===== src/cifs_pkg.sv =====
// shared constants for the can interrupt flag and status block
package cifs_pkg;
   localparam int ADDR_W = 4;
   localparam int DATA_W = 16;
   localparam int FIFO_N = 8;
   localparam int MODE_W = 3;
   localparam int TS_W   = 32;
   // register offsets (word index on the plain register port)
   localparam logic [ADDR_W-1:0] OFS_FLAGS      = 4'h0;
   localparam logic [ADDR_W-1:0] OFS_ENABLES    = 4'h1;
   localparam logic [ADDR_W-1:0] OFS_RX_PEND_LO = 4'h2;
   localparam logic [ADDR_W-1:0] OFS_RX_PEND_HI = 4'h3;
   localparam logic [ADDR_W-1:0] OFS_MODE       = 4'h4;
   // flag bit positions, shared by the flag and enable registers
   localparam int BIT_IVM  = 15;
   localparam int BIT_WAK  = 14;
   localparam int BIT_CERR = 13;
   localparam int BIT_SERR = 12;
   localparam int BIT_RXOV = 11;
   localparam int BIT_TXAT = 10;
   localparam int BIT_TEF  = 4;
   localparam int BIT_MOD  = 3;
   localparam int BIT_TBC  = 2;
   localparam int BIT_RX   = 1;
   localparam int BIT_TX   = 0;
   // writable enable bits; 9..5 stay zero
   localparam logic [DATA_W-1:0] ENABLE_MASK = 16'hFC1F;
   localparam logic [DATA_W-1:0] ZERO_WORD   = 16'h0000;
   localparam logic [FIFO_N-1:0] RX_FIFO_MASK = 8'hFE;
   localparam logic [MODE_W-1:0] MODE_RESET  = 3'h4;
   localparam logic [TS_W-1:0]   TS_MAX      = 32'hFFFF_FFFF;
endpackage


===== src/cifs_mode_tracker.sv =====
// tracks the operating mode and pulses when current reaches the request
`timescale 1ns/1ps
module cifs_mode_tracker
   import cifs_pkg::*;
(
   input  wire logic              sys_clk,
   input  wire logic              sys_rst,
   input  wire logic [MODE_W-1:0] current_operating_mode,
   input  wire logic [MODE_W-1:0] requested_operating_mode,
   output logic                   mode_reached
);
   logic [MODE_W-1:0] last_mode;
   // a change of the current mode that lands on the request is the event
   always_ff @(posedge sys_clk) begin
      if (sys_rst) begin
         last_mode    <= MODE_RESET;
         mode_reached <= 1'b0;
      end else begin
         last_mode    <= current_operating_mode;
         mode_reached <= (current_operating_mode != last_mode)
                         && (current_operating_mode == requested_operating_mode);
      end
   end
endmodule


===== src/cifs_sticky_flag.sv =====
// one hardware-set, software-cleared flag bit
`timescale 1ns/1ps
module cifs_sticky_flag (
   input  wire logic sys_clk,
   input  wire logic sys_rst,
   input  wire logic set_event,
   input  wire logic clear_req,
   output logic      flag
);
   // set beats clear so an event in the clearing cycle is kept
   always_ff @(posedge sys_clk) begin
      if (sys_rst) begin
         flag <= 1'b0;
      end else if (set_event) begin
         flag <= 1'b1;
      end else if (clear_req) begin
         flag <= 1'b0;
      end
   end
endmodule


===== src/cifs_top.sv =====
// can interrupt flag and status aggregation with its register port
//
// The register addresses and the address-and-strobe port are this design's own decisions.
`timescale 1ns/1ps
module cifs_top
   import cifs_pkg::*;
(
   input  wire logic                  sys_clk,
   input  wire logic                  sys_rst,
   input  wire logic [cifs_pkg::ADDR_W-1:0] reg_addr,
   input  wire logic [cifs_pkg::DATA_W-1:0] reg_wdata,
   input  wire logic                  reg_write,
   input  wire logic                  reg_read,
   output logic [cifs_pkg::DATA_W-1:0] reg_rdata,
   input  wire logic                  invalid_message_event,
   input  wire logic                  wake_activity_event,
   input  wire logic                  bus_error_event,
   input  wire logic                  system_error_event,
   input  wire logic [cifs_pkg::MODE_W-1:0] current_operating_mode,
   input  wire logic [cifs_pkg::MODE_W-1:0] requested_operating_mode,
   input  wire logic [cifs_pkg::TS_W-1:0]   timestamp_counter,
   input  wire logic [cifs_pkg::FIFO_N-1:0] rx_fifo_flags,
   input  wire logic [cifs_pkg::FIFO_N-1:0] rx_fifo_flag_enables,
   input  wire logic [cifs_pkg::FIFO_N-1:0] rx_overflow_flags,
   input  wire logic [cifs_pkg::FIFO_N-1:0] tx_attempt_flags,
   input  wire logic                  tx_event_queue_flag,
   input  wire logic [cifs_pkg::FIFO_N-1:0] tx_fifo_pending,
   output logic                       irq_request
);

   ////////////////////////////////////////////////////////////////////////////
   // event capture
   ////////////////////////////////////////////////////////////////////////////

   logic [TS_W-1:0] last_timestamp;
   logic            mode_reached;
   logic            invalid_message_flag;
   logic            wake_activity_flag;
   logic            bus_error_flag;
   logic            system_error_flag;
   logic            mode_change_flag;
   logic            timebase_wrap_flag;
   logic [DATA_W-1:0] enables;
   logic [DATA_W-1:0] next_enables;

   // wrap is seen as the counter leaving its maximum to a smaller value
   wire timebase_wrap = (last_timestamp == TS_MAX) && (timestamp_counter != TS_MAX);

   always_ff @(posedge sys_clk) begin
      if (sys_rst) begin
         last_timestamp <= {TS_W{1'b0}}; // a maximum here would fake a wrap on the first edge out of reset
      end else begin
         last_timestamp <= timestamp_counter;
      end
   end

   cifs_mode_tracker u_mode (
      .sys_clk                  (sys_clk),
      .sys_rst                  (sys_rst),
      .current_operating_mode   (current_operating_mode),
      .requested_operating_mode (requested_operating_mode),
      .mode_reached             (mode_reached)
   );

   ////////////////////////////////////////////////////////////////////////////
   // register decode
   ////////////////////////////////////////////////////////////////////////////

   wire wr_flags   = reg_write && (reg_addr == OFS_FLAGS);
   wire wr_enables = reg_write && (reg_addr == OFS_ENABLES);

   // a written zero clears; the bus only reaches the six event flags
   wire clr_ivm  = wr_flags && !reg_wdata[BIT_IVM];
   wire clr_wak  = wr_flags && !reg_wdata[BIT_WAK];
   wire clr_cerr = wr_flags && !reg_wdata[BIT_CERR];
   wire clr_serr = wr_flags && !reg_wdata[BIT_SERR];
   wire clr_mod  = wr_flags && !reg_wdata[BIT_MOD];
   wire clr_tbc  = wr_flags && !reg_wdata[BIT_TBC];

   ////////////////////////////////////////////////////////////////////////////
   // sticky event flags, only hardware sets them
   ////////////////////////////////////////////////////////////////////////////

   cifs_sticky_flag u_ivm (
      .sys_clk   (sys_clk),
      .sys_rst   (sys_rst),
      .set_event (invalid_message_event),
      .clear_req (clr_ivm),
      .flag      (invalid_message_flag)
   );

   cifs_sticky_flag u_wak (
      .sys_clk   (sys_clk),
      .sys_rst   (sys_rst),
      .set_event (wake_activity_event),
      .clear_req (clr_wak),
      .flag      (wake_activity_flag)
   );

   cifs_sticky_flag u_cerr (
      .sys_clk   (sys_clk),
      .sys_rst   (sys_rst),
      .set_event (bus_error_event),
      .clear_req (clr_cerr),
      .flag      (bus_error_flag)
   );

   cifs_sticky_flag u_serr (
      .sys_clk   (sys_clk),
      .sys_rst   (sys_rst),
      .set_event (system_error_event),
      .clear_req (clr_serr),
      .flag      (system_error_flag)
   );

   cifs_sticky_flag u_mod (
      .sys_clk   (sys_clk),
      .sys_rst   (sys_rst),
      .set_event (mode_reached),
      .clear_req (clr_mod),
      .flag      (mode_change_flag)
   );

   cifs_sticky_flag u_tbc (
      .sys_clk   (sys_clk),
      .sys_rst   (sys_rst),
      .set_event (timebase_wrap),
      .clear_req (clr_tbc),
      .flag      (timebase_wrap_flag)
   );

   ////////////////////////////////////////////////////////////////////////////
   // read-only summaries, combinational from their sources
   ////////////////////////////////////////////////////////////////////////////

   // fifo 0 is masked out because it never receives
   wire [FIFO_N-1:0] rx_fifo_pending = rx_fifo_flags & rx_fifo_flag_enables & RX_FIFO_MASK;
   wire rx_overflow_summary    = |(rx_overflow_flags & RX_FIFO_MASK);
   wire tx_attempt_summary     = |tx_attempt_flags;
   wire tx_event_queue_summary = tx_event_queue_flag;
   wire rx_object_summary      = |rx_fifo_pending;
   wire tx_object_summary      = |tx_fifo_pending;

   // unlisted bits are left zero so 9..5 read back as zero
   logic [DATA_W-1:0] flag_word;
   always_comb begin
      flag_word           = ZERO_WORD;
      flag_word[BIT_IVM]  = invalid_message_flag;
      flag_word[BIT_WAK]  = wake_activity_flag;
      flag_word[BIT_CERR] = bus_error_flag;
      flag_word[BIT_SERR] = system_error_flag;
      flag_word[BIT_RXOV] = rx_overflow_summary;
      flag_word[BIT_TXAT] = tx_attempt_summary;
      flag_word[BIT_TEF]  = tx_event_queue_summary;
      flag_word[BIT_MOD]  = mode_change_flag;
      flag_word[BIT_TBC]  = timebase_wrap_flag;
      flag_word[BIT_RX]   = rx_object_summary;
      flag_word[BIT_TX]   = tx_object_summary;
   end

   wire [DATA_W-1:0] rx_pend_lo_word = {{(DATA_W-FIFO_N){1'b0}}, rx_fifo_pending};

   ////////////////////////////////////////////////////////////////////////////
   // enables and interrupt request
   ////////////////////////////////////////////////////////////////////////////

   assign next_enables = wr_enables ? (reg_wdata & ENABLE_MASK) : enables;

   always_ff @(posedge sys_clk) begin
      if (sys_rst) begin
         enables <= ZERO_WORD;
      end else begin
         enables <= next_enables;
      end
   end

   wire next_irq = |(flag_word & enables);

   always_ff @(posedge sys_clk) begin
      if (sys_rst) begin
         irq_request <= 1'b0;
      end else begin
         irq_request <= next_irq;
      end
   end

   ////////////////////////////////////////////////////////////////////////////
   // read port, data in the cycle after the strobe
   ////////////////////////////////////////////////////////////////////////////

   wire [DATA_W-1:0] mode_word = {{(DATA_W-2*MODE_W){1'b0}}, requested_operating_mode, current_operating_mode};
   logic [DATA_W-1:0] read_mux;

   // unmapped offsets and high pending word read as zero
   always_comb begin
      if (reg_addr == OFS_FLAGS) begin
         read_mux = flag_word;
      end else if (reg_addr == OFS_ENABLES) begin
         read_mux = enables;
      end else if (reg_addr == OFS_RX_PEND_LO) begin
         read_mux = rx_pend_lo_word;
      end else if (reg_addr == OFS_MODE) begin
         read_mux = mode_word;
      end else begin
         read_mux = ZERO_WORD;
      end
   end

   always_ff @(posedge sys_clk) begin
      if (sys_rst) begin
         reg_rdata <= ZERO_WORD;
      end else if (reg_read) begin
         reg_rdata <= read_mux;
      end else begin
         reg_rdata <= ZERO_WORD;
      end
   end

   ////////////////////////////////////////////////////////////////////////////
   // checks
   ////////////////////////////////////////////////////////////////////////////

   // each event sets its flag at the next edge, a mode change at the second, even against a clearing write
   a_ivm_set_wins: assert property (@(posedge sys_clk) disable iff (sys_rst)
      invalid_message_event |=> invalid_message_flag)
      else $error("invalid message flag not set");
   a_wak_set: assert property (@(posedge sys_clk) disable iff (sys_rst)
      wake_activity_event |=> wake_activity_flag)
      else $error("wake flag not set");
   a_cerr_set: assert property (@(posedge sys_clk) disable iff (sys_rst)
      bus_error_event |=> bus_error_flag)
      else $error("bus error flag not set");
   a_serr_set: assert property (@(posedge sys_clk) disable iff (sys_rst)
      system_error_event |=> system_error_flag)
      else $error("system error flag not set");
   a_tbc_wrap: assert property (@(posedge sys_clk) disable iff (sys_rst)
      timebase_wrap |=> timebase_wrap_flag)
      else $error("wrap not flagged");
   a_mode_flag: assert property (@(posedge sys_clk) disable iff (sys_rst)
      (current_operating_mode != $past(current_operating_mode)
       && current_operating_mode == requested_operating_mode) |=> ##1 mode_change_flag)
      else $error("mode change not flagged");

   // a written zero clears a flag unless its event lands in the same cycle; a one keeps it
   a_flag_clear: assert property (@(posedge sys_clk) disable iff (sys_rst)
      (clr_ivm && !invalid_message_event) |=> !invalid_message_flag)
      else $error("flag not cleared");
   a_wak_clear: assert property (@(posedge sys_clk) disable iff (sys_rst)
      (clr_wak && !wake_activity_event) |=> !wake_activity_flag)
      else $error("wake flag not cleared");
   a_cerr_clear: assert property (@(posedge sys_clk) disable iff (sys_rst)
      (clr_cerr && !bus_error_event) |=> !bus_error_flag)
      else $error("bus error flag not cleared");
   a_serr_clear: assert property (@(posedge sys_clk) disable iff (sys_rst)
      (clr_serr && !system_error_event) |=> !system_error_flag)
      else $error("system error flag not cleared");
   a_mod_clear: assert property (@(posedge sys_clk) disable iff (sys_rst)
      (clr_mod && !mode_reached) |=> !mode_change_flag)
      else $error("mode flag not cleared");
   a_tbc_clear: assert property (@(posedge sys_clk) disable iff (sys_rst)
      (clr_tbc && !timebase_wrap) |=> !timebase_wrap_flag)
      else $error("wrap flag not cleared");
   a_ivm_keep: assert property (@(posedge sys_clk) disable iff (sys_rst)
      (wr_flags && reg_wdata[BIT_IVM] && invalid_message_flag) |=> invalid_message_flag)
      else $error("flag lost on a written one");

   // software can never raise a flag, only its hardware event can
   a_flag_hold: assert property (@(posedge sys_clk) disable iff (sys_rst)
      (!invalid_message_event && $rose(invalid_message_flag)) |-> $past(invalid_message_event))
      else $error("flag rose without event");
   a_wak_rise: assert property (@(posedge sys_clk) disable iff (sys_rst)
      $rose(wake_activity_flag) |-> $past(wake_activity_event))
      else $error("wake flag rose without event");
   a_tbc_rise: assert property (@(posedge sys_clk) disable iff (sys_rst)
      $rose(timebase_wrap_flag) |-> $past(timebase_wrap))
      else $error("wrap flag rose without wrap");

   // a read returns the live summaries; reserved and unbacked positions read zero
   a_rxov_read: assert property (@(posedge sys_clk) disable iff (sys_rst)
      (reg_read && reg_addr == OFS_FLAGS && |(rx_overflow_flags & RX_FIFO_MASK)) |=> reg_rdata[BIT_RXOV])
      else $error("overflow summary missing");
   a_txat_read: assert property (@(posedge sys_clk) disable iff (sys_rst)
      (reg_read && reg_addr == OFS_FLAGS && |tx_attempt_flags) |=> reg_rdata[BIT_TXAT])
      else $error("attempt summary missing");
   a_tef_read: assert property (@(posedge sys_clk) disable iff (sys_rst)
      (reg_read && reg_addr == OFS_FLAGS && tx_event_queue_flag) |=> reg_rdata[BIT_TEF])
      else $error("event queue summary missing");
   a_tx_read: assert property (@(posedge sys_clk) disable iff (sys_rst)
      (reg_read && reg_addr == OFS_FLAGS && |tx_fifo_pending) |=> reg_rdata[BIT_TX])
      else $error("transmit object summary missing");
   a_rx_idle: assert property (@(posedge sys_clk) disable iff (sys_rst)
      (reg_read && reg_addr == OFS_FLAGS && !(|rx_fifo_flags)) |=> !reg_rdata[BIT_RX])
      else $error("receive object summary without source");
   a_summ_clear: assert property (@(posedge sys_clk) disable iff (sys_rst)
      (reg_read && reg_addr == OFS_FLAGS && !(|rx_overflow_flags) && !(|tx_attempt_flags) && !(|tx_fifo_pending))
      |=> (!reg_rdata[BIT_RXOV] && !reg_rdata[BIT_TXAT] && !reg_rdata[BIT_TX]))
      else $error("summary stuck after sources cleared");
   a_read_zero: assert property (@(posedge sys_clk) disable iff (sys_rst)
      (reg_read && reg_addr == OFS_FLAGS) |=> (reg_rdata[BIT_TXAT-1:BIT_TEF+1] == '0))
      else $error("reserved bits set");
   a_pend_fifo0: assert property (@(posedge sys_clk) disable iff (sys_rst)
      (reg_read && reg_addr == OFS_RX_PEND_LO) |=> ((reg_rdata & ~{{(DATA_W-FIFO_N){1'b0}}, RX_FIFO_MASK}) == ZERO_WORD))
      else $error("pending reserved bits set");
   a_pend_masked: assert property (@(posedge sys_clk) disable iff (sys_rst)
      (reg_read && reg_addr == OFS_RX_PEND_LO && !(|rx_fifo_flag_enables)) |=> (reg_rdata == ZERO_WORD))
      else $error("pending bit without enable");
   a_pend_high: assert property (@(posedge sys_clk) disable iff (sys_rst)
      (reg_read && reg_addr == OFS_RX_PEND_HI) |=> (reg_rdata == ZERO_WORD))
      else $error("high pending word not zero");

   // enables store only their implemented bits and gate the single request
   a_enable_write: assert property (@(posedge sys_clk) disable iff (sys_rst)
      wr_enables |=> (enables == (ENABLE_MASK & $past(reg_wdata))))
      else $error("enable write not stored");
   a_enable_hold: assert property (@(posedge sys_clk) disable iff (sys_rst)
      !wr_enables |=> $stable(enables))
      else $error("enables changed without write");
   a_enable_gap: assert property (@(posedge sys_clk) disable iff (sys_rst)
      (enables & ~ENABLE_MASK) == ZERO_WORD)
      else $error("unimplemented enable bit set");
   a_irq_masked: assert property (@(posedge sys_clk) disable iff (sys_rst)
      (enables == ZERO_WORD) |=> !irq_request)
      else $error("irq with all enables clear");
   a_irq_ivm: assert property (@(posedge sys_clk) disable iff (sys_rst)
      (invalid_message_flag && enables[BIT_IVM]) |=> irq_request)
      else $error("enabled flag gave no irq");
   a_irq_summary: assert property (@(posedge sys_clk) disable iff (sys_rst)
      (|tx_fifo_pending && enables[BIT_TX]) |=> irq_request)
      else $error("enabled summary gave no irq");
   a_irq_follow: assert property (@(posedge sys_clk) disable iff (sys_rst)
      ##1 (irq_request == |($past(flag_word) & $past(enables))))
      else $error("irq mismatch");
endmodule


===== config.mk =====
export PLATFORM = sky130hd
export DESIGN_NAME = cifs_top
export DESIGN_NICKNAME = d
export VERILOG_FILES = /design/src/cifs_pkg.sv /design/src/cifs_mode_tracker.sv /design/src/cifs_sticky_flag.sv /design/src/cifs_top.sv
export SDC_FILE = /design/constraint.sdc
export NUM_CORES = 1
export LEC_CHECK = 0
export BUFFER_PORTS_ARGS = -buffer_cell sky130_fd_sc_hd__buf_4
export CORE_MARGIN = 1.5
export CORE_UTILIZATION = 40
export DETAILED_ROUTE_END_ITERATION = 7
export GPL_TIMING_DRIVEN = 0
export PLACE_DENSITY_LB_ADDON = 0.25
export SYNTH_ARGS = -nofsm -noshare
export SYNTH_HDL_FRONTEND = slang
export SYNTH_SLANG_ARGS = --single-unit
export TNS_END_PERCENT = 5

===== constraint.sdc =====
create_clock -name sys_clk -period 3.49 [get_ports sys_clk]
set_clock_uncertainty 0.15 [all_clocks]
set_input_delay 0.698 -clock sys_clk [delete_from_list [all_inputs] [get_ports sys_clk]]
set_output_delay 0.698 -clock sys_clk [all_outputs]
set_load 0.05 [all_outputs]

==> flow_results.xml <==
<?xml version="1.0" encoding="UTF-8"?>
<metrics>
  <group name="clocking">
    <metric name="cts-buffers-inserted" unit="">9</metric>
    <metric name="tritoncts_clock_tree" unit="">yes</metric>
    <metric name="cts.sink_count" unit="">68</metric>
    <metric name="clk_path_buf_depth" unit="">2</metric>
    <metric name="clkLatencyLatePin" unit="ns">0.33</metric>
    <metric name="clock_pin_slew_of_the_registers_on_the_worst_case_setup_and_hold_paths" unit="ns">0.07</metric>
    <metric name="cts_hold_repair.buffers" unit="">0</metric>
    <metric name="post_cts_resized" unit="">0</metric>
    <metric name="cts_root_buffer" unit="">sky130_fd_sc_hd__clkbuf_8</metric>
    <metric name="h_tree_lvl_count" unit="">3</metric>
    <metric name="post_cts.repair.setup_buffers" unit="">0</metric>
  </group>
  <group name="pwr">
    <metric name="netSwitchingFraction" unit="">0.214</metric>
    <metric name="p_sw" unit="W">0.000367</metric>
    <metric name="power_frac_clock" unit="">0.421</metric>
    <metric name="ir_drop" unit="uV">305</metric>
    <metric name="post-layout-total-power" unit="W">0.00172</metric>
    <metric name="cellLeakagePower" unit="nW">1.52</metric>
    <metric name="cellPowerDensity" unit="nW/um2">465</metric>
    <metric name="sequentialPowerShare" unit="">0.474</metric>
    <metric name="power.internal" unit="W">0.00135</metric>
    <metric name="p_comb_frac" unit="">0.105</metric>
  </group>
  <group name="worst_setup_path">
    <metric name="cp-endpoint" unit="">u_serr.flag</metric>
    <metric name="arrival_worst_endpoint" unit="ns">1.89</metric>
    <metric name="worst_setup_slack_for_register_to_register_paths" unit="ns">2.22</metric>
    <metric name="rr_startpoint" unit="">u_serr.flag</metric>
    <metric name="critical_path_end_type" unit="">flip-flop</metric>
    <metric name="crit_path_start" unit="">reg_addr[3]</metric>
    <metric name="worst_r2r_path_depth" unit="">4</metric>
    <metric name="critical_r2r_capture" unit="">irq_request</metric>
    <metric name="biggest_fanout_along_the_worst_timing_path" unit="">6</metric>
    <metric name="startpoint_type" unit="">input pin</metric>
    <metric name="timing_worst_setup_path_type" unit="">input pin to flip-flop</metric>
    <metric name="critical_path_required" unit="ns">3.55</metric>
  </group>
  <group name="floorplanning">
    <metric name="die-height" unit="um">82.5</metric>
    <metric name="core_box_area" unit="um2">6030</metric>
    <metric name="floorplan.die.width" unit="um">82.5</metric>
    <metric name="pin_count" unit="">124</metric>
    <metric name="floorplan.initialDensity" unit="">0.420</metric>
    <metric name="floorplan.die_area" unit="um2">6810</metric>
    <metric name="placement_rows" unit="">28</metric>
  </group>
  <group name="global_route">
    <metric name="total_grt_overflow" unit="">0</metric>
    <metric name="grt_pass1_wl" unit="um">9540</metric>
    <metric name="grt_start_max_net_pins" unit="">12</metric>
    <metric name="grt_antenna_before_repair" unit="">0</metric>
    <metric name="number_of_global_route_vias_before_repair" unit="">2198</metric>
    <metric name="groute.usage.overall" unit="">0.189</metric>
  </group>
  <group name="sta">
    <metric name="timing.final.max_slew_violations" unit="">0</metric>
    <metric name="fin_setup_tns" unit="ns">0</metric>
    <metric name="layout_worst_path_cycle_share" unit="">0.525</metric>
    <metric name="rsz0062_at_grt" unit="">false</metric>
    <metric name="hold_slack" unit="ns">0.298</metric>
    <metric name="post-route-min-period" unit="ns">1.83</metric>
    <metric name="timing.final.setup_violations" unit="">0</metric>
    <metric name="finalHoldViolCount" unit="">0</metric>
    <metric name="fmax" unit="GHz">0.545</metric>
  </group>
  <group name="detailed_routing">
    <metric name="vias_per_cell" unit="">4.96</metric>
    <metric name="met3WireLength" unit="um">558</metric>
    <metric name="detail_route.iter0.violations" unit="">106</metric>
    <metric name="route.met2.wl" unit="um">2970</metric>
    <metric name="drt-total-wl" unit="um">6070</metric>
    <metric name="routed-via-count" unit="">2319</metric>
    <metric name="drt-wirelength-per-cell" unit="um">13.0</metric>
    <metric name="route.layer.met1.wl" unit="um">2450</metric>
    <metric name="post-route-drc-count" unit="">0</metric>
    <metric name="top_signal_layer_used" unit="">met4</metric>
    <metric name="drt_first_pass_iters" unit="">4</metric>
    <metric name="drtAntennaViolNets" unit="">0</metric>
  </group>
  <group name="synthesis">
    <metric name="post_synthesis_adder_cell_area_fraction" unit="">0</metric>
    <metric name="synth_warnings" unit="">0</metric>
    <metric name="main_combinational_cell_family_by_area_after_synthesis" unit="">simple AND/OR/NAND/NOR gates</metric>
    <metric name="synth_compound_area_frac" unit="">0.131</metric>
    <metric name="mapped_cell_area" unit="um2">2530</metric>
    <metric name="synth_enable_flop_cells" unit="">0</metric>
    <metric name="synth_cells" unit="">264</metric>
    <metric name="seq_area_frac_synth" unit="">0.538</metric>
    <metric name="top_flip_flop_cell_by_instance_count_after_synthesis" unit="">sky130_fd_sc_hd__dfxtp_1</metric>
    <metric name="postSynthRegisterBits" unit="">68</metric>
    <metric name="post_synth_xor_area_fraction" unit="">0.0139</metric>
    <metric name="post_synth.cell_area_avg" unit="um2">9.58</metric>
    <metric name="synthDistinctLibCells" unit="">30</metric>
    <metric name="yosys-mux-area-fraction" unit="">0.0158</metric>
    <metric name="synth_simple_gate_area_frac" unit="">0.265</metric>
    <metric name="synthArstFlopShare" unit="">0</metric>
  </group>
  <group name="place">
    <metric name="buffer_ports.inserted" unit="">112</metric>
    <metric name="place.detailed.hpwl" unit="um">4710</metric>
    <metric name="weighted_congestion_at_the_end_of_routability_driven_global_placement" unit="">0.842</metric>
    <metric name="numPlacedInstances" unit="">452</metric>
  </group>
  <group name="finish">
    <metric name="count_of_placed_standard_cells_in_the_final_layout_fillers_left_out" unit="">468</metric>
    <metric name="areaGrowthSynthToFinish" unit="%">46.1</metric>
    <metric name="fin_nets" unit="">495</metric>
    <metric name="n_antenna_cell" unit="">0</metric>
    <metric name="n_fill_cell" unit="">518</metric>
    <metric name="utilization" unit="">0.613</metric>
    <metric name="post_route_cells_drive_above_1_share" unit="">0.344</metric>
  </group>
  <group name="outcome">
    <metric name="outcome" unit="">finished, final reports clean</metric>
  </group>
  <group name="hold_path">
    <metric name="timing.hold.worst.class" unit="">flip-flop to flip-flop</metric>
    <metric name="hold_crit_depth" unit="">2</metric>
  </group>
  <group name="run">
    <metric name="drv_cap" unit="">0</metric>
  </group>
</metrics>
-- through the flow --
stage                     worst slack, ns  instance area (um2)
after floorplan                      1.70                 2530
after CTS                            1.63                 3690
after global routing                 1.51                 3690
final                                1.66                 3690
after detailed placement             1.27                 3470
after global placement               1.28                 3470
-- registers in the layout, indices dropped and copies added, names as in the netlist, 3 cells and up --
register and flops:
enables 11, last_timestamp 32, reg_rdata 14, u_mode.last_mode 3
-- power groups by stage --
stage / registers (W) / logic, W / clock network, W
final: 0.000815 / 0.000181 / 0.000724
after global routing: 0.000818 / 0.000199 / 0.000768
after CTS: 0.000815 / 0.000182 / 0.000736
after detailed placement: 0.000833 / 0.000181 / 0
after global placement: 0.000833 / 0.000179 / 0
after floorplan: 0.000837 / 0.0000611 / 0
-- metal layers --
layer / global-route usage / up-vias
met3: 0.0429 / 10
met5: 0 / -
met2: 0.337 / 109
li1: - / 1187
met4: 0.0967 / 0
met1: 0.210 / 1013
-- area by class of cell --
class | count | area [um2] | area share
tap | 75 | 93.8 | 0.0254
clock inverter | 3 | 68.8 | 0.0186
multi-input combinational | 178 | 1080 | 0.293
inverter | 6 | 22.5 | 0.00610
timing repair buffer | 112 | 841 | 0.228
sequential | 68 | 1360 | 0.368
clock buffer | 13 | 159 | 0.0430
buffer | 13 | 65.1 | 0.0176
-- worst max-delay path, stage by stage --
cell                      delay (ns)
sky130_fd_sc_hd__buf_4          0.15
sky130_fd_sc_hd__nor4_1         0.45
sky130_fd_sc_hd__nand2_1        0.28
sky130_fd_sc_hd__o21ai_0        0.23
sky130_fd_sc_hd__a21oi_1        0.09
-- Yosys cell counts (2+ instances only) --
| cell type | n | share of area |
|---|---|---|
| sky130_fd_sc_hd__dfxtp_1 | 68 | 0.54 |
| sky130_fd_sc_hd__nand2_1 | 34 | 0.050 |
| sky130_fd_sc_hd__nor2b_1 | 34 | 0.084 |
| sky130_fd_sc_hd__a21oi_1 | 24 | 0.048 |
| sky130_fd_sc_hd__nand4_1 | 17 | 0.042 |
| sky130_fd_sc_hd__a22oi_1 | 12 | 0.036 |
| sky130_fd_sc_hd__nor4_1 | 9 | 0.022 |
| sky130_fd_sc_hd__clkbuf_1 | 8 | 0.012 |
| sky130_fd_sc_hd__nor2_1 | 8 | 0.012 |
| sky130_fd_sc_hd__inv_1 | 6 | 0.0089 |
| sky130_fd_sc_hd__o21ai_0 | 6 | 0.012 |
| sky130_fd_sc_hd__a32o_1 | 4 | 0.016 |
| sky130_fd_sc_hd__buf_4 | 4 | 0.012 |
| sky130_fd_sc_hd__mux2i_1 | 4 | 0.016 |
| sky130_fd_sc_hd__nor3_1 | 3 | 0.0059 |
| sky130_fd_sc_hd__nor4b_4 | 3 | 0.028 |
| sky130_fd_sc_hd__a222oi_1 | 2 | 0.0079 |
| sky130_fd_sc_hd__nand2b_1 | 2 | 0.0049 |
| sky130_fd_sc_hd__nand3_1 | 2 | 0.0040 |
| sky130_fd_sc_hd__or4_1 | 2 | 0.0059 |
| sky130_fd_sc_hd__xnor2_1 | 2 | 0.0069 |
| sky130_fd_sc_hd__xor2_1 | 2 | 0.0069 |
-- placed cells by master, fill, tap and decap left out, types with 6 or more instances in the layout --
cell	instances
sky130_fd_sc_hd__nor2b_1	34
sky130_fd_sc_hd__buf_4	116
sky130_fd_sc_hd__inv_1	6
sky130_fd_sc_hd__a22oi_1	12
sky130_fd_sc_hd__nor4_1	9
sky130_fd_sc_hd__o21ai_0	6
sky130_fd_sc_hd__clkbuf_8	11
sky130_fd_sc_hd__nor2_1	8
sky130_fd_sc_hd__nand2_1	34
sky130_fd_sc_hd__nand4_1	17
sky130_fd_sc_hd__clkbuf_1	10
sky130_fd_sc_hd__a21oi_1	24
sky130_fd_sc_hd__dfxtp_1	68
-- cell families after synthesis --
family	count (synthesis)
compound gates	52
xor+xnor	4
buf+inv	19
flops	68
mux	4
other cells	1
simple gates	116
-- worst min-delay path by stage --
stage / startpoint / to
after floorplan: u_mode.mode_reached / u_mod.flag
after global placement: u_mode.mode_reached / u_mod.flag
after detailed placement: u_mode.mode_reached / u_mod.flag
after CTS: u_mode.mode_reached / u_mod.flag
after global routing: u_mode.mode_reached / u_mod.flag
final: u_mode.mode_reached / u_mod.flag
Note: power is estimated with default switching activity, not from simulation.
